<file path="config.mk">
export PLATFORM = sky130hd
export DESIGN_NAME = crt_timer
export DESIGN_NICKNAME = d
export VERILOG_FILES = /design/src/shared/crt_pkg.sv /design/src/logic/crt_timer.sv /design/src/logic/crt_edge.sv
export SDC_FILE = /design/constraint.sdc
export NUM_CORES = 1
export LEC_CHECK = 0
export BUFFER_PORTS_ARGS = -buffer_cell sky130_fd_sc_hd__buf_2
export CAP_MARGIN = 20
export CORE_MARGIN = 1.5
export CORE_UTILIZATION = 50
export CTS_BUF_LIST = sky130_fd_sc_hd__clkbuf_16
export DETAILED_ROUTE_END_ITERATION = 8
export HOLD_SLACK_MARGIN = 0.02
export PLACE_DENSITY = 0.74
export SYNTH_ARGS = -nofsm -noshare
export SYNTH_HDL_FRONTEND = slang
export SYNTH_SLANG_ARGS = --single-unit
</file>
<file path="constraint.sdc">
create_clock -name clk -period 2.25 [get_ports clk]
set_input_delay 0.1125 -clock clk [delete_from_list [all_inputs] [get_ports clk]]
set_output_delay 0.1125 -clock clk [all_outputs]
set_load 0.01 [all_outputs]
</file>
<file path="src/shared/crt_pkg.sv">
// Shared constants and types for the capture/reload timer
package crt_pkg;

  // Register byte offsets
  localparam logic [7:0] OFS_CTRL   = 8'h00;
  localparam logic [7:0] OFS_MODE   = 8'h04;
  localparam logic [7:0] OFS_COUNT  = 8'h08;
  localparam logic [7:0] OFS_CAPT   = 8'h0C;
  localparam logic [7:0] OFS_STATUS = 8'h10;
  localparam logic [7:0] OFS_MASK   = 8'h14;

  // Field positions in the status and mask registers
  localparam int ST_OVERFLOW = 0;
  localparam int ST_EXTERNAL = 1;

  // Reset values
  localparam logic [7:0] CTRL_RST = 8'h00;
  localparam logic [7:0] MODE_RST = 8'h00;

  // Counter width as built
  localparam int CNT_W_DEF = 16;

  // Oscillator periods per machine cycle and the phases used inside it
  localparam int          OSC_PER_MACHINE = 12;
  localparam logic [3:0]  PH_LAST   = 4'(OSC_PER_MACHINE - 1);
  localparam logic [3:0]  PH_UPDATE = 4'h4;
  localparam logic [3:0]  PH_SAMPLE = 4'h9;

  // Control register, bit 7 down to bit 0
  typedef struct packed {
    logic overflow_flag;
    logic external_flag;
    logic receive_clock_select;
    logic transmit_clock_select;
    logic external_trigger_enable;
    logic run_bit;
    logic count_source_select;
    logic capture_reload_select;
  } crt_ctrl_t;

  // Mode register, bit 7 down to bit 0
  typedef struct packed {
    logic [5:0] reserved;
    logic       clock_output_enable;
    logic       up_down_enable;
  } crt_mode_t;

  // APB request from the master
  typedef struct packed {
    logic        psel;
    logic        penable;
    logic        pwrite;
    logic [7:0]  paddr;
    logic [31:0] pwdata;
  } crt_apb_req_t;

  // Pin sampler state
  typedef struct packed {
    logic cur;
    logic fall;
  } crt_edge_st_t;

endpackage

</file>
<file path="src/logic/crt_timer.sv">
// Capture/reload timer with APB register access
//
// Functional notes
// - 16-bit counter, timer or event source
// - Timer counts once per twelve-clock machine cycle
// - Run, baud, capture, reload mode select
// - Count pin sampled once per cycle, falling
// - New count appears at next update phase
// - Capture mode without trigger: overflow flag
// - Trigger edge captures count, sets external flag
// - Both flags interrupt in capture, up-only
// - Up/down enable clears on reset
// - Up-only reload: overflow flag, reload capture
// - Up-only trigger edge reloads, sets external flag
// - Up/down, trigger high: count up, reload
// - Up/down, trigger low: down, reload all ones
// - Up/down toggles external flag, no interrupt
// - Timer request is OR of flags, external flag only outside up/down
// - Mode register: up/down bit0, output bit1
// - Baud mode: half rate, reload, no flag
//
// The APB slave port and the register addresses were chosen for this implementation.
`timescale 1ns/1ps
module crt_timer #(
  parameter int CNT_W = crt_pkg::CNT_W_DEF
) (
  // Clock, reset, enable
  input  wire logic                  clk,
  input  wire logic                  reset,
  input  wire logic                  ce,
  // APB slave
  input  wire crt_pkg::crt_apb_req_t apb_req,
  output logic [31:0]                prdata,
  output logic                       pready,
  output logic                       pslverr,
  // External pins
  input  wire logic                  count_pin,
  input  wire logic                  trigger_pin,
  // Outputs
  output logic                       clock_out,
  output logic                       timer_irq,
  output logic                       irq
);

  if (CNT_W < 2 || CNT_W > 32) begin : g_bad_width
    $error("CNT_W must lie between 2 and 32");
  end

  localparam logic [CNT_W-1:0] ALL_ONES = '1;

  typedef struct packed {
    crt_pkg::crt_ctrl_t ctrl;
    crt_pkg::crt_mode_t mode;
    logic [CNT_W-1:0]   cnt;
    logic [CNT_W-1:0]   cap;
    logic [3:0]         phase;
    logic               pend_cnt;
    logic               pend_trig;
    logic [1:0]         irq_status;
    logic [1:0]         irq_mask;
    logic [31:0]        prdata;
    logic               pready;
    logic               pslverr;
    logic               clock_out;
    logic               timer_irq;
    logic               irq;
  } crt_state_t;

  crt_state_t s_r;
  crt_state_t s_nxt;

  logic sample_tick;
  logic cnt_fall;
  logic trig_fall;
  logic trig_level;

  function automatic logic crt_mapped(input logic [7:0] a);
    crt_mapped = (a == crt_pkg::OFS_CTRL) || (a == crt_pkg::OFS_MODE) ||
                 (a == crt_pkg::OFS_COUNT) || (a == crt_pkg::OFS_CAPT) ||
                 (a == crt_pkg::OFS_STATUS) || (a == crt_pkg::OFS_MASK);
  endfunction

  function automatic logic [31:0] crt_widen(input logic [CNT_W-1:0] v);
    crt_widen = 32'(v);
  endfunction

  // Both pins go through the same sampler
  assign sample_tick = (s_r.phase == crt_pkg::PH_SAMPLE);

  crt_edge u_count_edge (
    .clk    (clk),
    .reset  (reset),
    .ce     (ce),
    .sample (sample_tick),
    .pin    (count_pin),
    .fall   (cnt_fall),
    .level  ()
  );

  crt_edge u_trig_edge (
    .clk    (clk),
    .reset  (reset),
    .ce     (ce),
    .sample (sample_tick),
    .pin    (trigger_pin),
    .fall   (trig_fall),
    .level  (trig_level)
  );

  always_comb begin
    logic update_tick;
    logic state_tick;
    logic baud;
    logic updown;
    logic step;
    logic trig_ev;
    logic roll;
    logic ev_of;
    logic ev_ex;
    logic setup;
    logic acc;
    logic wr;
    logic rd_status;
    logic clk_out_mode;
    update_tick  = 1'b0;
    state_tick   = 1'b0;
    baud         = 1'b0;
    updown       = 1'b0;
    step         = 1'b0;
    trig_ev      = 1'b0;
    roll         = 1'b0;
    ev_of        = 1'b0;
    ev_ex        = 1'b0;
    setup        = 1'b0;
    acc          = 1'b0;
    wr           = 1'b0;
    rd_status    = 1'b0;
    clk_out_mode = 1'b0;
    s_nxt        = s_r;

    // Machine cycle phase, twelve clocks per cycle
    if (s_r.phase == crt_pkg::PH_LAST) begin
      s_nxt.phase = 4'h0;
    end else begin
      s_nxt.phase = s_r.phase + 4'h1;
    end
    update_tick = (s_r.phase == crt_pkg::PH_UPDATE);
    state_tick  = s_r.phase[0];

    // Edges seen at the sample phase act at the next update phase
    if (update_tick) begin
      s_nxt.pend_cnt  = 1'b0;
      s_nxt.pend_trig = 1'b0;
    end
    if (cnt_fall) begin
      s_nxt.pend_cnt = 1'b1;
    end
    if (trig_fall) begin
      s_nxt.pend_trig = 1'b1;
    end

    // APB register writes
    setup = apb_req.psel & ~apb_req.penable;
    acc   = apb_req.psel & apb_req.penable & s_r.pready;
    wr    = acc & apb_req.pwrite & ~s_r.pslverr;
    rd_status = acc & ~apb_req.pwrite & (apb_req.paddr == crt_pkg::OFS_STATUS);
    if (wr) begin
      unique case (apb_req.paddr)
        crt_pkg::OFS_CTRL: begin
          s_nxt.ctrl = crt_pkg::crt_ctrl_t'(apb_req.pwdata[7:0]);
        end
        crt_pkg::OFS_MODE: begin
          s_nxt.mode          = crt_pkg::MODE_RST;
          s_nxt.mode.clock_output_enable = apb_req.pwdata[1];
          s_nxt.mode.up_down_enable      = apb_req.pwdata[0];
        end
        crt_pkg::OFS_CAPT: begin
          s_nxt.cap = apb_req.pwdata[CNT_W-1:0];
        end
        crt_pkg::OFS_MASK: begin
          s_nxt.irq_mask = apb_req.pwdata[1:0];
        end
        default: begin
        end
      endcase
    end

    // Mode decode
    baud   = s_r.ctrl.transmit_clock_select | s_r.ctrl.receive_clock_select;
    updown = ~baud & ~s_r.ctrl.capture_reload_select & s_r.mode.up_down_enable;
    clk_out_mode = s_r.mode.clock_output_enable & ~s_r.ctrl.count_source_select;

    // Counting step
    if (baud & ~s_r.ctrl.count_source_select) begin
      step = state_tick;
    end else if (s_r.ctrl.count_source_select) begin
      step = update_tick & s_r.pend_cnt;
    end else begin
      step = update_tick;
    end
    step    = step & s_r.ctrl.run_bit;
    trig_ev = update_tick & s_r.pend_trig & s_r.ctrl.external_trigger_enable;

    if (step) begin
      if (updown & ~trig_level) begin
        if (s_r.cnt == s_r.cap) begin
          s_nxt.cnt = ALL_ONES;
          roll      = 1'b1;
        end else begin
          s_nxt.cnt = s_r.cnt - 1'b1;
        end
      end else if (s_r.cnt == ALL_ONES) begin
        roll = 1'b1;
        if (s_r.ctrl.capture_reload_select & ~baud) begin
          s_nxt.cnt = '0;
        end else begin
          s_nxt.cnt = s_r.cap;
        end
      end else begin
        s_nxt.cnt = s_r.cnt + 1'b1;
      end
    end

    // Trigger edge outside up/down counting
    if (trig_ev & ~updown) begin
      ev_ex = 1'b1;
      s_nxt.ctrl.external_flag = 1'b1;
      if (~baud & s_r.ctrl.capture_reload_select) begin
        s_nxt.cap = s_r.cnt;
      end else if (~baud) begin
        s_nxt.cnt = s_r.cap;
      end
    end

    // Rollover effects; hardware set wins over a software clear
    if (roll) begin
      if (clk_out_mode) begin
        s_nxt.clock_out = ~s_r.clock_out;
      end
      if (~baud & ~clk_out_mode) begin
        ev_of = 1'b1;
        s_nxt.ctrl.overflow_flag = 1'b1;
      end
      if (updown) begin
        s_nxt.ctrl.external_flag = ~s_r.ctrl.external_flag;
      end
    end

    // Software count write takes precedence over the step
    if (wr && apb_req.paddr == crt_pkg::OFS_COUNT) begin
      s_nxt.cnt = apb_req.pwdata[CNT_W-1:0];
    end

    // Sticky status, cleared by reading it, new events win
    if (rd_status) begin
      s_nxt.irq_status = 2'h0;
    end
    s_nxt.irq_status[crt_pkg::ST_OVERFLOW] = s_nxt.irq_status[crt_pkg::ST_OVERFLOW] | ev_of;
    s_nxt.irq_status[crt_pkg::ST_EXTERNAL] = s_nxt.irq_status[crt_pkg::ST_EXTERNAL] | ev_ex;

    // APB answer: ready one cycle after setup
    if (setup) begin
      s_nxt.pready  = 1'b1;
      s_nxt.pslverr = ~crt_mapped(apb_req.paddr);
      unique case (apb_req.paddr)
        crt_pkg::OFS_CTRL:   s_nxt.prdata = 32'(s_r.ctrl);
        crt_pkg::OFS_MODE:   s_nxt.prdata = 32'(s_r.mode);
        crt_pkg::OFS_COUNT:  s_nxt.prdata = crt_widen(s_r.cnt);
        crt_pkg::OFS_CAPT:   s_nxt.prdata = crt_widen(s_r.cap);
        crt_pkg::OFS_STATUS: s_nxt.prdata = 32'(s_r.irq_status);
        crt_pkg::OFS_MASK:   s_nxt.prdata = 32'(s_r.irq_mask);
        default:             s_nxt.prdata = 32'h0000_0000;
      endcase
    end else if (acc) begin
      s_nxt.pready  = 1'b0;
      s_nxt.pslverr = 1'b0;
    end

    // Interrupt outputs
    s_nxt.timer_irq = s_nxt.ctrl.overflow_flag |
                      (s_nxt.ctrl.external_flag & ~(s_nxt.mode.up_down_enable &
                       ~s_nxt.ctrl.capture_reload_select &
                       ~(s_nxt.ctrl.transmit_clock_select | s_nxt.ctrl.receive_clock_select)));
    s_nxt.irq = |(s_nxt.irq_status & s_nxt.irq_mask);
  end

  always_ff @(posedge clk or posedge reset) begin
    if (reset) begin
      s_r      <= '0;
      s_r.ctrl <= crt_pkg::CTRL_RST;
      s_r.mode <= crt_pkg::MODE_RST;
    end else if (ce) begin
      s_r <= s_nxt;
    end
  end

  assign prdata    = s_r.prdata;
  assign pready    = s_r.pready;
  assign pslverr   = s_r.pslverr;
  assign clock_out = s_r.clock_out;
  assign timer_irq = s_r.timer_irq;
  assign irq       = s_r.irq;

endmodule

</file>
<file path="src/logic/crt_edge.sv">
// Once-per-machine-cycle pin sampler with falling edge detect
`timescale 1ns/1ps
module crt_edge (
  // Clock and reset
  input  wire logic clk,
  input  wire logic reset,
  input  wire logic ce,
  // Sampling
  input  wire logic sample,
  input  wire logic pin,
  // Results
  output logic      fall,
  output logic      level
);

  crt_pkg::crt_edge_st_t s_r;
  crt_pkg::crt_edge_st_t s_nxt;

  always_comb begin
    s_nxt      = s_r;
    s_nxt.fall = 1'b0;
    if (sample) begin
      // High in one sample, low in the next
      s_nxt.fall = s_r.cur & ~pin;
      s_nxt.cur  = pin;
    end
  end

  always_ff @(posedge clk or posedge reset) begin
    if (reset) begin
      s_r <= '0;
    end else if (ce) begin
      s_r <= s_nxt;
    end
  end

  assign fall  = s_r.fall;
  assign level = s_r.cur;

endmodule

</file>
==> out/results.tsv <==
metric	value	unit
status	complete, but fails checks	
failed_checks	setup timing	
cts_made_buffers	9	
synth-edff-count	0	
cp.required	2.47	ns
yosys_warnings	0	
reg2regPathDepth	8	
drive_gt1_share	36.6	%
crit-reg2reg-launch	s_r[64]	
antenna_found_initial	0	
dieArea	11800	sq um
path_cells	ha_1 -> nand2_2 -> nor4_2 -> or3b_4 -> a211oi_1 -> o21ai_0 -> a221oi_1 -> a211oi_1	
cts_num_sinks	77	
slew_headroom	59.6	%
grt_pass1_wl	32300	microns
setup_viol	8	
ys_ff_latch	77	
synthFlopType	dfrtp_1	
core_region_area	10800	sq um
port_buffers	52	
largest_reg_flops	52	
clock_latency	0.35	ns
cts_tree	yes	
max_cap_viol_count	0	
pre_cts_ws	-0.161	ns
rsz0062_at_grt	true	
yosysTopAreaCellShare	34.5	%
dp_hpwl	15100	microns
final_area	7520	sq um
top_register	s_r	
p_leak	0.00335	uW
min_period	2.31	ns
hold_violations	0	
synthToLayoutAreaGrowth	34.8	%
worst_slew_pin_slew	0.605	ns
vias	6025	
avgSynthCellArea	8.42	sq um
final_nets	879	
cts-htree-levels	3	
syn_inst	663	
cp.arrival	2.53	ns
max_stage_delay	0.46	ns
worstHoldStart	apb_req[13]	
synth_seq_area_share	34.5	%
grt_overflow	0	
start_util	51.5	%
fill_cells	868	
grt_max_degree	78	
final.period_utilization	103	%
grtUsageTotal	36.6	%
final-max-slew-violation-count	0	
crit_path_frequent_cell	a211oi_1	
skew	0.00869	ns
num_antenna_cells	0	
wl_per_cell	21.0	microns
drc	0	
cp_max_fo	5	
cp-end-kind	flop	
die_w	109	microns
reg2reg_slack	-0.06	ns
pin_count	85	
clkSlewWorstSetupHoldPaths	0.06	ns
max_freq	0.433	GHz
hold_class	in2reg	
regArea	1930	sq um
yosys.area.top_type	dfrtp_1	
yosysUniqueCellTypes	77	
hold_depth	3	
finalWorstSetupSlack	-0.0595	ns
cts_root_buf	clkbuf_16	
multiInputGateArea	3410	sq um
synthTopCellsByArea	dfrtp_1, buf_4, nand2_1	
drtIter0Drc	548	
grt_pass1_vias	5901	
cpMaxStageDelayCell	or3b_4	
wirelength	20400	microns
clock_path_buffers	2	
first_pass_iters	5	
gp_congestion	1.04	
fp-row-count	38	
netlist_area	5580	sq um
placed_area	6760	sq um
crit_type	reg2reg	
die_h	109	microns
start_kind	flop	
power_density	596	nW/um^2
synth-async-reset-ratio	100	%
hold_end	s_r[76]	
reg2reg_to	s_r[64]	
vias_per_cell	6.20	
drtAntennaViolNets	0	
irDropWorstVdd	604	uV
[critical path, delay by kind of cell (launching register included)]
family,cells,cell delay [ns]
DFF,1,0.39
and+or+nand+nor,3,0.83
AOI/OAI and AO/OA,4,0.76
adders and majority gates,1,0.20
[logic make-up after synthesis]
logic type | synth area share (%)
AOI/OAI and AO/OA | 22.4
xor gates and xnor gates | 5.02
adders and majority gates | 1.12
buffers and inverters | 9.33
DFF | 34.5
muxes | 5.20
other | 0.0672
and+or+nand+nor | 22.3
[final cells by class]
cell class	count	area share, %
clock inverters	7	1.18
inverters	14	0.782
repair buffers	218	21.7
multi-input cells	506	45.4
well taps	140	2.33
flip-flops and latches	77	25.7
clock buffers	9	2.99
[stage by stage]
step / hold slack [ns] / util [%] / std cells / TNS (ns) / power, uW
CTS: 0.0398 / 68.1 / 970 / -0.161 / 4440
detailed placement: 0.245 / 62.4 / 933 / -1.13 / 2750
floorplan: 0.224 / - / 678 / 0 / 2280
global route: 0.0774 / 69.4 / 971 / -1.58 / 4660
global placement: 0.225 / 62.4 / 933 / -1.32 / 2710
finish: 0.0488 / 69.4 / 971 / -0.295 / 4480
[repair_timing]
action / CTS / global route
pin swaps: 17 / 17
endpoints found under the setup margin: 20 / 21
resized for setup: 29 / 30
hold buffers: 3 / 0
hold endpoints to repair: 79 / 0
buffers inserted: 19 / 1
[report_power, final]
group	total [uW]	internal, uW	leakage [uW]	switching [uW]
Clock	1580	966	0.000151	613
Combinational	1250	582	0.00222	670
Sequential	1650	1520	0.000980	129
[layout by cell type (no fill, tap or decap), types with 7 or more instances in the layout]
cell type	count
a21oi_1	36
a22o_1	9
a22oi_1	10
a31oi_1	15
and3_1	8
buf_2	52
buf_4	144
buf_6	14
clkbuf_16	9
conb_1	16
dfrtp_1	73
inv_1	11
mux2_2	16
mux2i_1	11
nand2_1	62
nand3_1	27
nand4_1	9
nor2_1	46
nor3_1	16
nor4_1	7
o21ai_0	44
o22ai_1	19
xnor2_1	11
xor2_1	19
[synth_stat cells (all sizes together) (3+ instances only)]
| cell type | count |
|---|---|
| xor2 | 21 |
| nand3 | 29 |
| mux2i | 11 |
| a22oi | 10 |
| nand2 | 65 |
| o211ai | 6 |
| nand2b | 4 |
| ha | 5 |
| a31oi | 18 |
| o32ai | 3 |
| a211oi | 4 |
| and2 | 5 |
| and3 | 8 |
| or2 | 3 |
| buf | 56 |
| a21boi | 3 |
| or3 | 10 |
| or4 | 3 |
| a21o | 3 |
| a22o | 9 |
| nor3 | 21 |
| a211o | 3 |
| o22ai | 19 |
| nor2 | 50 |
| o21ai | 48 |
| clkbuf | 25 |
| mux2 | 16 |
| xnor2 | 11 |
| nor4 | 13 |
| inv | 14 |
| dfrtp | 77 |
| a21oi | 39 |
| nand4 | 10 |
[metal layers]
layer,track usage [%],share of wire (%)
met5,0,0
met4,15.8,3.7
met3,8.01,8.8
met2,57.2,45
met1,48.8,42
[how the worst max path moves through the flow]
stage                  from  endpoint  slack [ns]  cells past startpoint
detailed placement  s_r[64]   s_r[71]       -0.16                     10
finish              s_r[64]   s_r[64]       -0.06                      8
global placement    s_r[70]   s_r[76]       -0.16                     10
floorplan           s_r[64]   s_r[77]        0.03                     10
global route        s_r[66]   s_r[76]       -0.17                      9
CTS                 s_r[63]   s_r[77]       -0.04                     10
(Power assumes the default switching activity.)
